File: src/hw/e1ts_pkg.sv
// constants, register map and carrier types of the e1 receive overhead and timer status block
package e1ts_pkg;

  // processor port
  localparam int          ADDR_W = 5;
  localparam int          DATA_W = 8;
  localparam logic [4:0]  ADDR_FAS_WORD   = 5'h11;
  localparam logic [4:0]  ADDR_TIMER_WORD = 5'h12;
  localparam logic [4:0]  ADDR_NFAS_WORD  = 5'h13;
  localparam logic [4:0]  ADDR_MFAS_WORD  = 5'h14;
  localparam logic [7:0]  WORD_RESET      = 8'h00;
  localparam logic [7:0]  UNMAPPED_DATA   = 8'h00;

  // frame geometry: 256 bits a frame, time slot 0 and time slot 16
  localparam int          BIT_CNT_W     = 8;
  localparam logic [7:0]  TS0_LAST_BIT  = 8'h07;
  localparam logic [7:0]  TS16_LAST_BIT = 8'h87;
  localparam logic [7:0]  FAS_GOOD      = 8'h1b;

  // timer word bit positions
  localparam int TSW_HALF_SEC  = 7;
  localparam int TSW_ONE_SEC   = 6;
  localparam int TSW_NONNORMAL = 5;
  localparam int TSW_FS_PERSIST = 4;
  localparam int TSW_CRC_LONG  = 3;
  localparam int TSW_CRC_SHORT = 2;
  localparam int TSW_CRC_MS    = 1;
  localparam int TSW_KEEP_ALIVE = 0;

  // times in milliseconds and the clock rate
  localparam int unsigned CLK_KHZ       = 100000;
  localparam int unsigned HALF_SEC_MS   = 500;
  localparam int unsigned NONNORMAL_MS  = 100;
  localparam int unsigned FS_PERSIST_MS = 10;
  localparam int unsigned CRC_LONG_MS   = 400;
  localparam int unsigned CRC_SHORT_MS  = 8;
  localparam int unsigned CRC_MS_MS     = 1;
  localparam int unsigned KEEP_ALIVE_MS = 100;
  localparam int unsigned HALF_SEC_CYC   = HALF_SEC_MS * CLK_KHZ;
  localparam int unsigned NONNORMAL_CYC  = NONNORMAL_MS * CLK_KHZ;
  localparam int unsigned FS_PERSIST_CYC = FS_PERSIST_MS * CLK_KHZ;
  localparam int unsigned CRC_LONG_CYC   = CRC_LONG_MS * CLK_KHZ;
  localparam int unsigned CRC_SHORT_CYC  = CRC_SHORT_MS * CLK_KHZ;
  localparam int unsigned CRC_MS_CYC     = CRC_MS_MS * CLK_KHZ;
  localparam int unsigned KEEP_ALIVE_CYC = KEEP_ALIVE_MS * CLK_KHZ;
  localparam int          CNT_W          = 32;
  localparam logic [31:0] CNT_ZERO       = 32'h0000_0000;
  localparam logic [31:0] CNT_ONE        = 32'h0000_0001;

  // recovered line stream, one bit per bit_valid
  typedef struct packed {
    logic bit_valid;
    logic line_bit;
    logic frame_start;
    logic fas_frame;
    logic mf_frame0;
  } e1ts_line_t;

  // framer state levels and events
  typedef struct packed {
    logic frame_sync;
    logic nonnormal;
    logic crc_aligned;
    logic crc_sync;
    logic crc_restart;
    logic ais;
  } e1ts_stat_t;

endpackage

File: src/hw/e1ts_status.sv
// receive overhead capture, protocol timers and processor read port
`timescale 1ns/100ps

// Overview of operation
// - fas word bit 7 holds first bit
// - fas bits 6-0 hold positions two-eight
// - half-second bit toggles every 0.5 s
// - one-second bit 6 toggles each second
// - nonnormal timer sets after 100 ms
// - sync persistence sets after 10 ms
// - 400 ms crc timer toggles on expiry
// - 8 ms crc timer toggles on expiry
// - crc bit toggles each ms, resyncs
// - keep-alive after 100 ms ais
// - nfas bit 7 holds first bit
// - nfas bit 6 holds marker bit
// - nfas bit 5 holds remote alarm
// - nfas bits 4-0 hold national bits
// - mf word bits 7-4 alignment pattern
// - spare bits into bit 3, 1-0
// - mf bit 2 holds remote mf loss
module e1ts_status #(
  parameter int unsigned HALF_SEC_CYC   = e1ts_pkg::HALF_SEC_CYC,
  parameter int unsigned NONNORMAL_CYC  = e1ts_pkg::NONNORMAL_CYC,
  parameter int unsigned FS_PERSIST_CYC = e1ts_pkg::FS_PERSIST_CYC,
  parameter int unsigned CRC_LONG_CYC   = e1ts_pkg::CRC_LONG_CYC,
  parameter int unsigned CRC_SHORT_CYC  = e1ts_pkg::CRC_SHORT_CYC,
  parameter int unsigned CRC_MS_CYC     = e1ts_pkg::CRC_MS_CYC,
  parameter int unsigned KEEP_ALIVE_CYC = e1ts_pkg::KEEP_ALIVE_CYC
) (
  input  wire logic                 sys_clk,
  input  wire logic                 reset_n,
  input  wire e1ts_pkg::e1ts_line_t rx_line,
  input  wire e1ts_pkg::e1ts_stat_t rx_stat,
  input  wire logic                 cpu_cs_n,
  input  wire logic                 cpu_rd_n,
  input  wire logic [4:0]           cpu_addr,
  output logic [7:0]                cpu_data_out_r,
  output logic                      cpu_data_oe_n_r
);

  localparam logic [31:0] HALF_LAST  = 32'(HALF_SEC_CYC - 1);
  localparam logic [31:0] NN_LAST    = 32'(NONNORMAL_CYC - 1);
  localparam logic [31:0] FS_LAST    = 32'(FS_PERSIST_CYC - 1);
  localparam logic [31:0] LONG_LAST  = 32'(CRC_LONG_CYC - 1);
  localparam logic [31:0] SHORT_LAST = 32'(CRC_SHORT_CYC - 1);
  localparam logic [31:0] MS_LAST    = 32'(CRC_MS_CYC - 1);
  localparam logic [31:0] KA_LAST    = 32'(KEEP_ALIVE_CYC - 1);

  function automatic logic [31:0] cnt_inc(input logic [31:0] cnt);
    cnt_inc = cnt + e1ts_pkg::CNT_ONE;
  endfunction

  logic [7:0]  fas_word_r;
  logic [7:0]  nfas_word_r;
  logic [7:0]  mfas_word_r;
  logic [7:0]  shift_r;
  logic [7:0]  shift_nxt;
  logic [7:0]  bit_cnt_r;
  logic [7:0]  bit_idx;
  logic [31:0] half_cnt_r;
  logic [31:0] nn_cnt_r;
  logic [31:0] fs_cnt_r;
  logic [31:0] long_cnt_r;
  logic [31:0] short_cnt_r;
  logic [31:0] ms_cnt_r;
  logic [31:0] ka_cnt_r;
  logic        half_sec_toggle_r;
  logic        one_sec_toggle_r;
  logic        nonnormal_frame_timer_r;
  logic        frame_sync_persist_timer_r;
  logic        crc_long_timer_toggle_r;
  logic        crc_short_timer_toggle_r;
  logic        crc_align_ms_toggle_r;
  logic        keep_alive_flag_r;
  logic        half_expire;
  logic        fs_set;
  logic        fs_ok;
  logic        rd_active;
  logic [7:0]  timer_word;

  assign shift_nxt = {shift_r[6:0], rx_line.line_bit};
  assign bit_idx   = rx_line.frame_start ? 8'h00 : bit_cnt_r;
  assign fs_ok     = rx_stat.frame_sync && !rx_stat.nonnormal;
  assign fs_set    = fs_ok && !frame_sync_persist_timer_r && (fs_cnt_r == FS_LAST);
  assign rd_active = !cpu_cs_n && !cpu_rd_n;
  assign half_expire = (half_cnt_r == HALF_LAST);

  always_comb begin
    timer_word = e1ts_pkg::WORD_RESET;
    timer_word[e1ts_pkg::TSW_HALF_SEC]   = half_sec_toggle_r;
    timer_word[e1ts_pkg::TSW_ONE_SEC]    = one_sec_toggle_r;
    timer_word[e1ts_pkg::TSW_NONNORMAL]  = nonnormal_frame_timer_r;
    timer_word[e1ts_pkg::TSW_FS_PERSIST] = frame_sync_persist_timer_r;
    timer_word[e1ts_pkg::TSW_CRC_LONG]   = crc_long_timer_toggle_r;
    timer_word[e1ts_pkg::TSW_CRC_SHORT]  = crc_short_timer_toggle_r;
    timer_word[e1ts_pkg::TSW_CRC_MS]     = crc_align_ms_toggle_r;
    timer_word[e1ts_pkg::TSW_KEEP_ALIVE] = keep_alive_flag_r;
  end

  // bit position within the frame, msb-first shift
  always_ff @(posedge sys_clk) begin
    if (!reset_n) begin
      shift_r   <= e1ts_pkg::WORD_RESET;
      bit_cnt_r <= 8'h00;
    end else if (rx_line.bit_valid) begin
      shift_r   <= shift_nxt;
      bit_cnt_r <= bit_idx + 8'h01;
    end
  end

  // time slot 0 capture, first received bit lands in bit 7
  always_ff @(posedge sys_clk) begin
    if (!reset_n) begin
      fas_word_r  <= e1ts_pkg::WORD_RESET;
      nfas_word_r <= e1ts_pkg::WORD_RESET;
    end else if (rx_line.bit_valid && bit_idx == e1ts_pkg::TS0_LAST_BIT) begin
      if (rx_line.fas_frame) begin
        fas_word_r  <= shift_nxt;
      end else begin
        nfas_word_r <= shift_nxt;
      end
    end
  end

  // time slot 16 of frame zero of the signalling multiframe
  always_ff @(posedge sys_clk) begin
    if (!reset_n) begin
      mfas_word_r <= e1ts_pkg::WORD_RESET;
    end else if (rx_line.bit_valid && rx_line.mf_frame0 && bit_idx == e1ts_pkg::TS16_LAST_BIT) begin
      mfas_word_r <= shift_nxt;
    end
  end

  // half and one second toggles share one counter
  always_ff @(posedge sys_clk) begin
    if (!reset_n) begin
      half_cnt_r        <= e1ts_pkg::CNT_ZERO;
      half_sec_toggle_r <= 1'b0;
      one_sec_toggle_r  <= 1'b0;
    end else if (half_expire) begin
      half_cnt_r        <= e1ts_pkg::CNT_ZERO;
      half_sec_toggle_r <= !half_sec_toggle_r;
      if (half_sec_toggle_r) begin
        one_sec_toggle_r <= !one_sec_toggle_r;
      end
    end else begin
      half_cnt_r <= cnt_inc(half_cnt_r);
    end
  end

  // non-normal frame persistence
  always_ff @(posedge sys_clk) begin
    if (!reset_n) begin
      nn_cnt_r                <= e1ts_pkg::CNT_ZERO;
      nonnormal_frame_timer_r <= 1'b0;
    end else begin
      if (!rx_stat.nonnormal) begin
        nn_cnt_r <= e1ts_pkg::CNT_ZERO;
      end else if (nn_cnt_r != NN_LAST) begin
        nn_cnt_r <= cnt_inc(nn_cnt_r);
      end
      if (fs_set) begin
        nonnormal_frame_timer_r <= 1'b0;
      end else if (rx_stat.nonnormal && nn_cnt_r == NN_LAST) begin
        nonnormal_frame_timer_r <= 1'b1;
      end
    end
  end

  // terminal frame sync persistence
  always_ff @(posedge sys_clk) begin
    if (!reset_n) begin
      fs_cnt_r                   <= e1ts_pkg::CNT_ZERO;
      frame_sync_persist_timer_r <= 1'b0;
    end else begin
      if (!fs_ok) begin
        fs_cnt_r <= e1ts_pkg::CNT_ZERO;
      end else if (fs_cnt_r != FS_LAST) begin
        fs_cnt_r <= cnt_inc(fs_cnt_r);
      end
      if (rx_stat.nonnormal) begin
        frame_sync_persist_timer_r <= 1'b0;
      end else if (fs_set) begin
        frame_sync_persist_timer_r <= 1'b1;
      end
    end
  end

  // crc-4 multiframe alignment timers, restarted by the framer
  always_ff @(posedge sys_clk) begin
    if (!reset_n) begin
      long_cnt_r              <= e1ts_pkg::CNT_ZERO;
      crc_long_timer_toggle_r <= 1'b0;
    end else if (rx_stat.crc_restart) begin
      long_cnt_r <= e1ts_pkg::CNT_ZERO;
    end else if (long_cnt_r == LONG_LAST) begin
      long_cnt_r              <= e1ts_pkg::CNT_ZERO;
      crc_long_timer_toggle_r <= !crc_long_timer_toggle_r;
    end else begin
      long_cnt_r <= cnt_inc(long_cnt_r);
    end
  end

  always_ff @(posedge sys_clk) begin
    if (!reset_n) begin
      short_cnt_r              <= e1ts_pkg::CNT_ZERO;
      crc_short_timer_toggle_r <= 1'b0;
    end else if (rx_stat.crc_restart) begin
      short_cnt_r <= e1ts_pkg::CNT_ZERO;
    end else if (short_cnt_r == SHORT_LAST) begin
      short_cnt_r              <= e1ts_pkg::CNT_ZERO;
      crc_short_timer_toggle_r <= !crc_short_timer_toggle_r;
    end else begin
      short_cnt_r <= cnt_inc(short_cnt_r);
    end
  end

  // millisecond toggle, phase pulled to crc sync once aligned
  always_ff @(posedge sys_clk) begin
    if (!reset_n) begin
      ms_cnt_r              <= e1ts_pkg::CNT_ZERO;
      crc_align_ms_toggle_r <= 1'b0;
    end else if ((rx_stat.crc_aligned && rx_stat.crc_sync) || ms_cnt_r == MS_LAST) begin
      ms_cnt_r              <= e1ts_pkg::CNT_ZERO;
      crc_align_ms_toggle_r <= !crc_align_ms_toggle_r;
    end else begin
      ms_cnt_r <= cnt_inc(ms_cnt_r);
    end
  end

  // keep-alive after persistent ais
  always_ff @(posedge sys_clk) begin
    if (!reset_n) begin
      ka_cnt_r          <= e1ts_pkg::CNT_ZERO;
      keep_alive_flag_r <= 1'b0;
    end else if (!rx_stat.ais) begin
      ka_cnt_r          <= e1ts_pkg::CNT_ZERO;
      keep_alive_flag_r <= 1'b0;
    end else if (ka_cnt_r == KA_LAST) begin
      keep_alive_flag_r <= 1'b1;
    end else begin
      ka_cnt_r <= cnt_inc(ka_cnt_r);
    end
  end

  // read port, no side effect on any word
  always_ff @(posedge sys_clk) begin
    if (!reset_n) begin
      cpu_data_out_r  <= e1ts_pkg::UNMAPPED_DATA;
      cpu_data_oe_n_r <= 1'b1;
    end else begin
      cpu_data_oe_n_r <= !rd_active;
      if (cpu_addr == e1ts_pkg::ADDR_FAS_WORD) begin
        cpu_data_out_r <= fas_word_r;
      end else if (cpu_addr == e1ts_pkg::ADDR_TIMER_WORD) begin
        cpu_data_out_r <= timer_word;
      end else if (cpu_addr == e1ts_pkg::ADDR_NFAS_WORD) begin
        cpu_data_out_r <= nfas_word_r;
      end else if (cpu_addr == e1ts_pkg::ADDR_MFAS_WORD) begin
        cpu_data_out_r <= mfas_word_r;
      end else begin
        cpu_data_out_r <= e1ts_pkg::UNMAPPED_DATA;
      end
    end
  end
endmodule

File: config.mk
export PLATFORM = sky130hd
export DESIGN_NAME = e1ts_status
export DESIGN_NICKNAME = d
export VERILOG_FILES = /design/src/hw/e1ts_pkg.sv /design/src/hw/e1ts_status.sv
export SDC_FILE = /design/constraint.sdc
export NUM_CORES = 1
export LEC_CHECK = 0
export ABC_AREA = 1
export BUFFER_PORTS_ARGS = -buffer_cell sky130_fd_sc_hd__buf_2
export CORE_MARGIN = 2
export CORE_UTILIZATION = 65
export CTS_CLUSTER_SIZE = 12
export DETAILED_ROUTE_END_ITERATION = 16
export PLACE_DENSITY = 0.86
export SYNTH_ARGS = -nofsm -noshare
export SYNTH_HDL_FRONTEND = slang
export SYNTH_SLANG_ARGS = --single-unit
File: constraint.sdc
create_clock -name sys_clk -period 3.6 [get_ports sys_clk]
set_input_delay 0.18 -clock sys_clk [delete_from_list [all_inputs] [get_ports sys_clk]]
set_output_delay 0.18 -clock sys_clk [all_outputs]
set_load 0.005 [all_outputs]
=== After elaboration in Yosys (flattened, before gate mapping) ===
Cells that the tools add are included.

* Register bits after elaboration: 280
* Input port bits: 20
* Output and inout port bits: 9
* Word-level logic and storage cells: 87

* Add/sub/neg operators: 8
* Equality and inequality tests: 15
* Multiplexer cells: 5
* Bitwise gates (word level): 3
* Reduce and logical (&&, ||, !) cells: 34

{| class="wikitable"
|+ Operator list
! kind !! count
|-
| $add A32 B1 Y32 const B || 7
|-
| $eq A32 B20 Y1 const B || 2
|-
| $eq A32 B24 Y1 const B || 2
|-
| $eq A32 B26 Y1 const B || 2
|-
| $mux W8 || 5
|-
| $eq A32 B17 Y1 const B || 1
|-
| $ne A32 B20 Y1 const B || 1
|-
| $ne A32 B24 Y1 const B || 1
|-
| $eq A5 B5 Y1 const B || 4
|-
| $reduce_and A2 Y1 || 8
|-
| $logic_not A1 Y1 || 10
|-
| $logic_and A1 B1 Y1 || 9
|-
| $add A8 B1 Y8 const B || 1
|-
| $eq A8 B3 Y1 const B || 1
|-
| $eq A8 B8 Y1 const B || 1
|-
| $reduce_or A2 Y1 || 4
|-
| $reduce_or A3 Y1 || 2
|-
| $not A1 Y1 || 3
|-
| $logic_or A1 B1 Y1 || 1
|}

=== Longest topological paths before layout ===
Gate-level depths: netlist of run 1.

* Word-level depth: 5
* Depth in mapped cells: 11
* Mapped depth without buffers: 11

=== Worst setup path after synthesis of run 1 ===
Ideal clock, no wire load.

* Kind: register to register
* From: register bit_cnt_r[0]
* To: register fas_word_r[1]
* Setup time: 0.113 ns
* Arrival: 1.392 ns
* Required time: 3.487 ns
* Path slack: 2.095 ns
* Stages on the path, launching flop included: 11
* Path buffers: 2
* Clock period less this slack: 1.505 ns
* Cell sequence: dfxtp_1 inv_1 nor2_1 ha_1 nand3_1 nor2_2 buf_6 nand4_4 buf_6 nor2_1 nor2_1

* Longest elaborated chain between the ends: 4

{| class="wikitable"
|+ RTL lines
! what !! RTL line !! text
|-
| start, declared || e1ts_status.sv:59 || <nowiki>logic [7:0] bit_cnt_r;</nowiki>
|-
| start signal, assigned || e1ts_status.sv:108 || <nowiki>bit_cnt_r <= bit_idx + 8'h01;</nowiki>
|-
| $mux W8 || e1ts_status.sv:83 || <nowiki>assign bit_idx = rx_line.frame_start ? 8'h00 : bit_cnt_r;</nowiki>
|-
| $eq A8 B3 Y1 || e1ts_status.sv:117 || <nowiki>end else if (rx_line.bit_valid && bit_idx == e1ts_pkg::TS0_LAST_BIT) begin</nowiki>
|-
| $logic_and A1 B1 Y1 || e1ts_status.sv:117 ||
|-
| $reduce_and A2 Y1 (no line) || n/a ||
|-
| end signal, assigned || e1ts_status.sv:115 || <nowiki>fas_word_r <= e1ts_pkg::WORD_RESET;</nowiki>
|-
| end signal, assigned || e1ts_status.sv:119 || <nowiki>fas_word_r <= shift_nxt;</nowiki>
|-
| end, declared || e1ts_status.sv:54 || <nowiki>logic [7:0] fas_word_r;</nowiki>
|}

No other way between the ends.
A chain may end at the register's enable or synchronous reset.

=== Worst setup path in the final report of run 1 ===
* From: register long_cnt_r[0]
* To: register long_cnt_r[4]

* Longest elaborated chain between the ends: 2
* Elaborated cells between the ends (all ways): 3
* Those cells by class: add/sub (1); eq/ne (1); reduce/logical (1)

{| class="wikitable"
|+ RTL lines
! what !! RTL line !! text
|-
| start, declared || e1ts_status.sv:64 || <nowiki>logic [31:0] long_cnt_r;</nowiki>
|-
| start signal, assigned || e1ts_status.sv:193 || <nowiki>long_cnt_r <= e1ts_pkg::CNT_ZERO;</nowiki>
|-
| start signal, assigned || e1ts_status.sv:196 || <nowiki>long_cnt_r <= e1ts_pkg::CNT_ZERO;</nowiki>
|-
| start signal, assigned || e1ts_status.sv:198 || <nowiki>long_cnt_r <= e1ts_pkg::CNT_ZERO;</nowiki>
|-
| branches (longest 2 deep; another with $add A32 B1 Y32) || n/a ||
|}

Several ways; the timed one is not identified.

==> flow_summary_export.csv, run 1 <==
group,metric,value,unit
synth,synth_cell_types,40,
layout,fill_cells,1929,
floorplan,fp.dieH,156,um
drt,vias_per_cell,5.52,
floorplan,die_x,156,um
hold_path,whs_path_depth,2,
floorplan,core-area,22600,um^2
clock_tree,clkTransAtPathRegs,0.06,ns
timing,fmaxAchievable,0.431,GHz
layout,drive_gt1_frac,0.0644,
timing,final.period_utilization,0.644,
worst_setup_path,cp_max_fo,31,
timing,finClkSkew,0.00847,ns
layout,layout.nets,2451,
floorplan,placementRows,55,
worst_setup_path,arrival,2.69,ns
drt,dr_total_vias,15033,
pwr,ir_drop,0.361,mV
grt,grt_antenna_before_repair,1,
clock_tree,clk_latency,0.54,ns
timing,rsz0062_at_grt,"false",
clock_tree,clock-sinks,280,
grt,grt_pass1_wl,61400,um
synth,avgSynthCellArea,6.28,um^2
synth,synth_area,15000,um^2
grt,track_usage,0.297,
clock_tree,post_cts_buffers,0,
pwr,powerDensity,368,nW/um^2
synth,yosysSeqAreaShare,0.373,
placement,port_buffers,28,
drt,postRouteAntennaNets,0,
hold_path,hold_class,"in -> reg",
worst_setup_path,start_kind,"register",
timing,hold_viol_final,0,
timing,fin_tns_setup,0,ns
worst_setup_path,ff2ff_setup_slack,1.28,ns
timing,final.setup.worst_slack,1.28,ns
outcome,status,"finished, final reports clean",
clock_tree,htree_levels,1,
placement,globalplace.congestion,1.02,
placement,place_area,15300,um^2
placement,post-dp-hpwl,26900,um
grt,grt_max_degree,38,
drt,drc,0,
synth,netlist_instances,2388,
drt,routed_wl,36200,um
timing,slew_headroom,0.296,
worst_setup_path,rr_endpoint,"long_cnt_r[4]",
layout,final_area,16200,um^2
worst_setup_path,path_class,"reg -> reg",
drt,first_pass_iters,6,
grt,overflow,0,
synth,synth_seq_cells,280,
floorplan,num_io_pins,29,
placement,place_worst_setup_slack,1.33,ns
timing,setup_viol,0,
synth,synth_edf_count,0,
layout,antennaDiodeCount,0,
clock_tree,cts_root_buf,"clkbuf_16",
synth,synth_ff_type,"dfxtp_1",
floorplan,initial_core_util,0.663,
layout,mostFrequentLayoutCells,"nand2_1 (690), nor2_1 (476), dfxtp_1 (280), inv_1 (246), a21oi_1 (159)",
worst_setup_path,required,3.97,ns
floorplan,die_area,24300,um^2
synth,async_reset_ff_frac,0,
clock_tree,cts_tree,"done",
grt,grt_pass1_vias,13775,
layout,seq_area,5610,um^2
clock_tree,cts_made_buffers,29,
hold_path,hp-start,"rx_line[4]",
clock_tree,clockBufferDepth,3,
timing,fin_crit,2.32,ns
pwr,p_leak,0.00524,uW
layout,layout_commonest_cell,"nand2_1",
timing,maxSlewViolCount,0,
synth,ys_warn_count,0,
layout,utilization,0.715,
hold_path,holdPathEnd,"bit_cnt_r[0]",
timing,worst_pin_slew,1.05,ns
layout,multi_input_area,8190,um^2
worst_setup_path,r2r-start,"long_cnt_r[0]",
drt,wire_per_inst,13.3,um
synth,synth.net_count,2416,
drt,first_iter_violations,1266,
run,cap_violations,0,
worst_setup_path,end_kind,"register",
layout,area_growth,7.93,%
worst_setup_path,reg2regPathDepth,8,
logic make-up (layout without fill, tap and decap cells):
family                   Yosys count  in the layout  share of synthesized area
AO/OA/AOI/OAI                    234            234                     0.0816
XOR/XNOR                          49             49                     0.0286
adder cells (fa/ha/maj)            8              8                    0.00667
buffers and inverters            302            350                     0.0811
flip-flops                       280            280                      0.373
AND/OR/NAND/NOR                 1515           1515                      0.429
sequential cells by signal, indices dropped and copies added (netlist names), 7 cells and up:
signal,count
half_cnt_r,32
mfas_word_r,8
shift_r,7
fas_word_r,8
long_cnt_r,32
bit_cnt_r,8
ms_cnt_r,32
nfas_word_r,8
cpu_data_out_r,8
fs_cnt_r,32
ka_cnt_r,32
nn_cnt_r,32
short_cnt_r,32
Yosys cell counts, types with 14 or more instances:
cell type  count  area [um^2]
a21oi_1      159          796
dfxtp_1      280         5610
inv_1        246          923
inv_2         24         90.1
nand2_1      690         2590
nand3_1      126          631
nand3b_1      29          218
nand4_1       44          275
nor2_1       476         1790
nor2_2        18          113
nor3_1        86          430
o21ai_0       43          215
or2_2         14         87.6
xnor2_1       19          166
xor2_1        30          263
worst max-delay path: stages (launching register included):
cell and delay (ns):
dfxtp_1 0.41, ha_1 0.26, nand3_2 0.16, inv_2 0.08, nand2_2 0.08, nor2_2 0.16, nand2_1 0.07, nand2_1 0.78
nor2_1 0.15
how the worst max path moves through the flow:
| stage | startpoint | slack, ns | endpoint | cells past startpoint |
|---|---|---|---|---|
| 3_3_place_gp | long_cnt_r[0] | 1.45 | long_cnt_r[18] | 8 |
| 2_1_floorplan | bit_cnt_r[0] | 2.10 | fas_word_r[1] | 10 |
| 5_1_grt | long_cnt_r[0] | 1.03 | long_cnt_r[4] | 8 |
| 4_1_cts | long_cnt_r[0] | 1.28 | long_cnt_r[4] | 8 |
| 6_report | long_cnt_r[0] | 1.28 | long_cnt_r[4] | 8 |
| 3_5_place_dp | long_cnt_r[0] | 1.33 | long_cnt_r[9] | 8 |
stage by stage:
stage          power, uW  cells  hold slack [ns]
5_1_grt             6130   2721           0.0485
4_1_cts             5990   2721           0.0234
3_5_place_dp        3330   2671            0.421
3_3_place_gp        3330   2671            0.423
2_1_floorplan       3300   2388            0.266
6_report            5960   2721           0.0236
layer usage:
layer / routed length [um] / vias to the layer above / global-route usage
met5: 13 / - / 0
met4: 1200 / 2 / 0.104
met3: 2430 / 101 / 0.0397
met2: 16700 / 498 / 0.502
met1: 15900 / 6810 / 0.392
li1: - / 7622 / -
final cells by class:
class / instances / share of cell area
flip-flops and latches: 280 / 0.346
repair buffers: 36 / 0.0133
clock buffers: 38 / 0.0487
clock inverters: 6 / 0.00201
well taps: 285 / 0.0220
inverters: 270 / 0.0626
multi-input cells: 1806 / 0.505
repair_timing:
item | 4_1_cts | 5_1_grt
hold buffers | 6 | 0
gates resized for setup | 0 | 0
hold endpoints to repair | 9 | 0
endpoints found under the setup margin | 0 | 0
report_power, final:
group	internal [uW]	total, uW	switching (uW)
Combinational	38.3	138	99.9
Clock	1510	2680	1170
Sequential	3120	3130	17.9
Note: power is estimated with default switching activity, not from simulation.
==> run 2: changes to the inputs <==
--- a/config.mk
+++ b/config.mk
@@ -8,10 +8,10 @@
 export ABC_AREA = 1
 export BUFFER_PORTS_ARGS = -buffer_cell sky130_fd_sc_hd__buf_2
 export CORE_MARGIN = 2
-export CORE_UTILIZATION = 65
+export CORE_UTILIZATION = 63
 export CTS_CLUSTER_SIZE = 12
 export DETAILED_ROUTE_END_ITERATION = 16
-export PLACE_DENSITY = 0.86
+export PLACE_DENSITY = 0.84
 export SYNTH_ARGS = -nofsm -noshare
 export SYNTH_HDL_FRONTEND = slang
 export SYNTH_SLANG_ARGS = --single-unit
==> constraint.sdc (replaced) <==
create_clock -name sys_clk -period 2.4 [get_ports sys_clk]
set_input_delay 0.12 -clock sys_clk [delete_from_list [all_inputs] [get_ports sys_clk]]
set_output_delay 0.12 -clock sys_clk [all_outputs]
set_load 0.005 [all_outputs]
==> run 2 against run 1 <==
  * Worst hold slack worse by 0.015 ns
  * Total power up 59%
  * Critical path type unchanged
  * Clock power up 69%
==> flow_summary_export.csv, run 2 (synthesis results as in run 1) <==
group,metric,value,unit
pwr,ir_drop,0.520,mV
layout,mostFrequentLayoutCells,"nand2_1 (690), nor2_1 (476), dfxtp_1 (280), inv_1 (246), a21oi_1 (159)",
worst_setup_path,reg2regPathDepth,9,
worst_setup_path,path_cells,"ha_1 > nand3_1 > inv_2 > nand2_1 > nor2_1 > nand2_1 > nand2_2 > buf_4 > nor2_1",
clock_tree,cts_made_buffers,30,
drt,vias_per_cell,5.38,
timing,final.period_utilization,0.887,
layout,layout_commonest_cell,"nand2_1",
worst_setup_path,start_kind,"register",
layout,drive_gt1_frac,0.0696,
clock_tree,cts_tree,"done",
drt,postRouteAntennaNets,0,
floorplan,die_x,158,um
hold_path,hold_class,"in -> reg",
floorplan,placementRows,56,
timing,whs,0.00874,ns
worst_setup_path,arrival,2.57,ns
grt,grt_antenna_before_repair,0,
placement,port_buffers,28,
timing,maxSlewViolCount,0,
timing,rsz0062_at_grt,"false",
placement,globalplace.congestion,0.950,
pwr,powerDensity,573,nW/um^2
worst_setup_path,rr_endpoint,"short_cnt_r[12]",
clock_tree,cts_root_buf,"clkbuf_16",
floorplan,core-area,23400,um^2
clock_tree,clockBufferDepth,3,
timing,fin_tns_setup,0,ns
layout,layout.nets,2465,
pwr,power.share.clock,0.479,
timing,fin_crit,2.13,ns
clock_tree,clkTransAtPathRegs,0.06,ns
grt,track_usage,0.290,
timing,setup_viol,0,
floorplan,num_io_pins,29,
drt,first_iter_violations,1018,
drt,first_pass_iters,6,
timing,finClkSkew,0.0234,ns
outcome,status,"finished, final reports clean",
layout,area_growth,9.86,%
worst_setup_path,cp_max_fo,18,
grt,grt_max_degree,43,
floorplan,fp.dieH,158,um
run,cap_violations,0,
drt,dr_total_vias,14921,
floorplan,initial_core_util,0.641,
pwr,total_power,9450,uW
grt,grt_pass1_vias,13444,
pwr,p_switching,2030,uW
pwr,switching_share,0.215,
clock_tree,clock-sinks,280,
timing,hold_viol_final,0,
pwr,p_leak,0.00537,uW
drt,drc,0,
drt,wire_per_inst,13.2,um
pwr,pwr-share-seq,0.498,
drt,routed_wl,36700,um
layout,utilization,0.705,
timing,slew_headroom,0.538,
worst_setup_path,end_kind,"register",
worst_setup_path,path_class,"reg -> reg",
floorplan,die_area,25100,um^2
timing,worst_pin_slew,0.691,ns
worst_setup_path,crit_end,"short_cnt_r[12]",
pwr,power_frac_comb,0.024,
clock_tree,post_cts_buffers,0,
worst_setup_path,critical_path.startpoint,"short_cnt_r[0]",
worst_setup_path,cpPeakStageDelay,0.37,ns
worst_setup_path,required,2.84,ns
worst_setup_path,critPathSlowestCell,"dfxtp_1",
grt,overflow,0,
clock_tree,htree_levels,1,
worst_setup_path,r2r-start,"short_cnt_r[0]",
layout,antennaDiodeCount,0,
grt,grt_pass1_wl,60900,um
worst_setup_path,ff2ff_setup_slack,0.27,ns
placement,post-dp-hpwl,26900,um
pwr,p_int,7420,uW
timing,fmaxAchievable,0.469,GHz
clock_tree,clk_latency,0.56,ns
## run 2: area by class of cell
class | count | area (um^2)
multi-input combinational | 1806 | 8190
tap | 319 | 399
sequential | 280 | 5610
timing repair buffer | 49 | 323
clock buffer | 47 | 906
inverter | 270 | 1010
clock inverter | 5 | 56.3
fill | 2090 | 6910
## run 2: stage by stage
| stage | std cells | cell area (um^2) | setup WS, ns |
|---|---|---|---|
| after floorplan | 2388 | 15000 | 0.895 |
| after global placement | 2714 | 15400 | 0.443 |
| after detailed placement | 2714 | 15400 | 0.343 |
| after CTS | 2776 | 16500 | 0.292 |
| after global routing | 2776 | 16500 | 0.0722 |
| final | 2776 | 16500 | 0.270 |
## run 2: per-layer routing
metal,GRT usage,vias to the layer above,wire length [um]
li1,-,7671,-
met3,0.0335,71,1930
met1,0.379,6777,16500
met5,0,-,0
met2,0.509,402,17400
met4,0.0798,0,845
## run 2: timing repair
action,CTS,global route
resized for setup,0,0
hold buffers,10,0
hold endpoints to repair,13,0
## run 2: worst min-delay path by stage
| stage | from | end | slack (ns) | cells after the start |
|---|---|---|---|---|
| CTS | rx_stat[5] | fs_cnt_r[22] | 0.01 | 5 |
| finish | rx_stat[5] | fs_cnt_r[22] | 0.009 | 5 |
| floorplan | cpu_cs_n | cpu_data_oe_n_r | 0.21 | 2 |
| global placement | cpu_cs_n | cpu_data_oe_n_r | 0.29 | 3 |
| global route | rx_stat[5] | fs_cnt_r[22] | 0.02 | 5 |
| detailed placement | cpu_cs_n | cpu_data_oe_n_r | 0.30 | 3 |
## run 2: power groups by stage
| stage | clock network (uW) | registers [uW] | logic (uW) |
|---|---|---|---|
| after detailed placement | 0 | 4800 | 208 |
| after floorplan | 0 | 4800 | 150 |
| after CTS | 4580 | 4700 | 224 |
| final | 4520 | 4700 | 226 |
| after global placement | 0 | 4800 | 202 |
| after global routing | 4750 | 4700 | 250 |
## run 2: worst max-delay path, delay by kind of cell (launching register included)
kind	cells	cell delay, ns
and+or+nand+nor	6	1.06
buffers and inverters	2	0.36
DFF	1	0.37
adders and majority gates	1	0.22
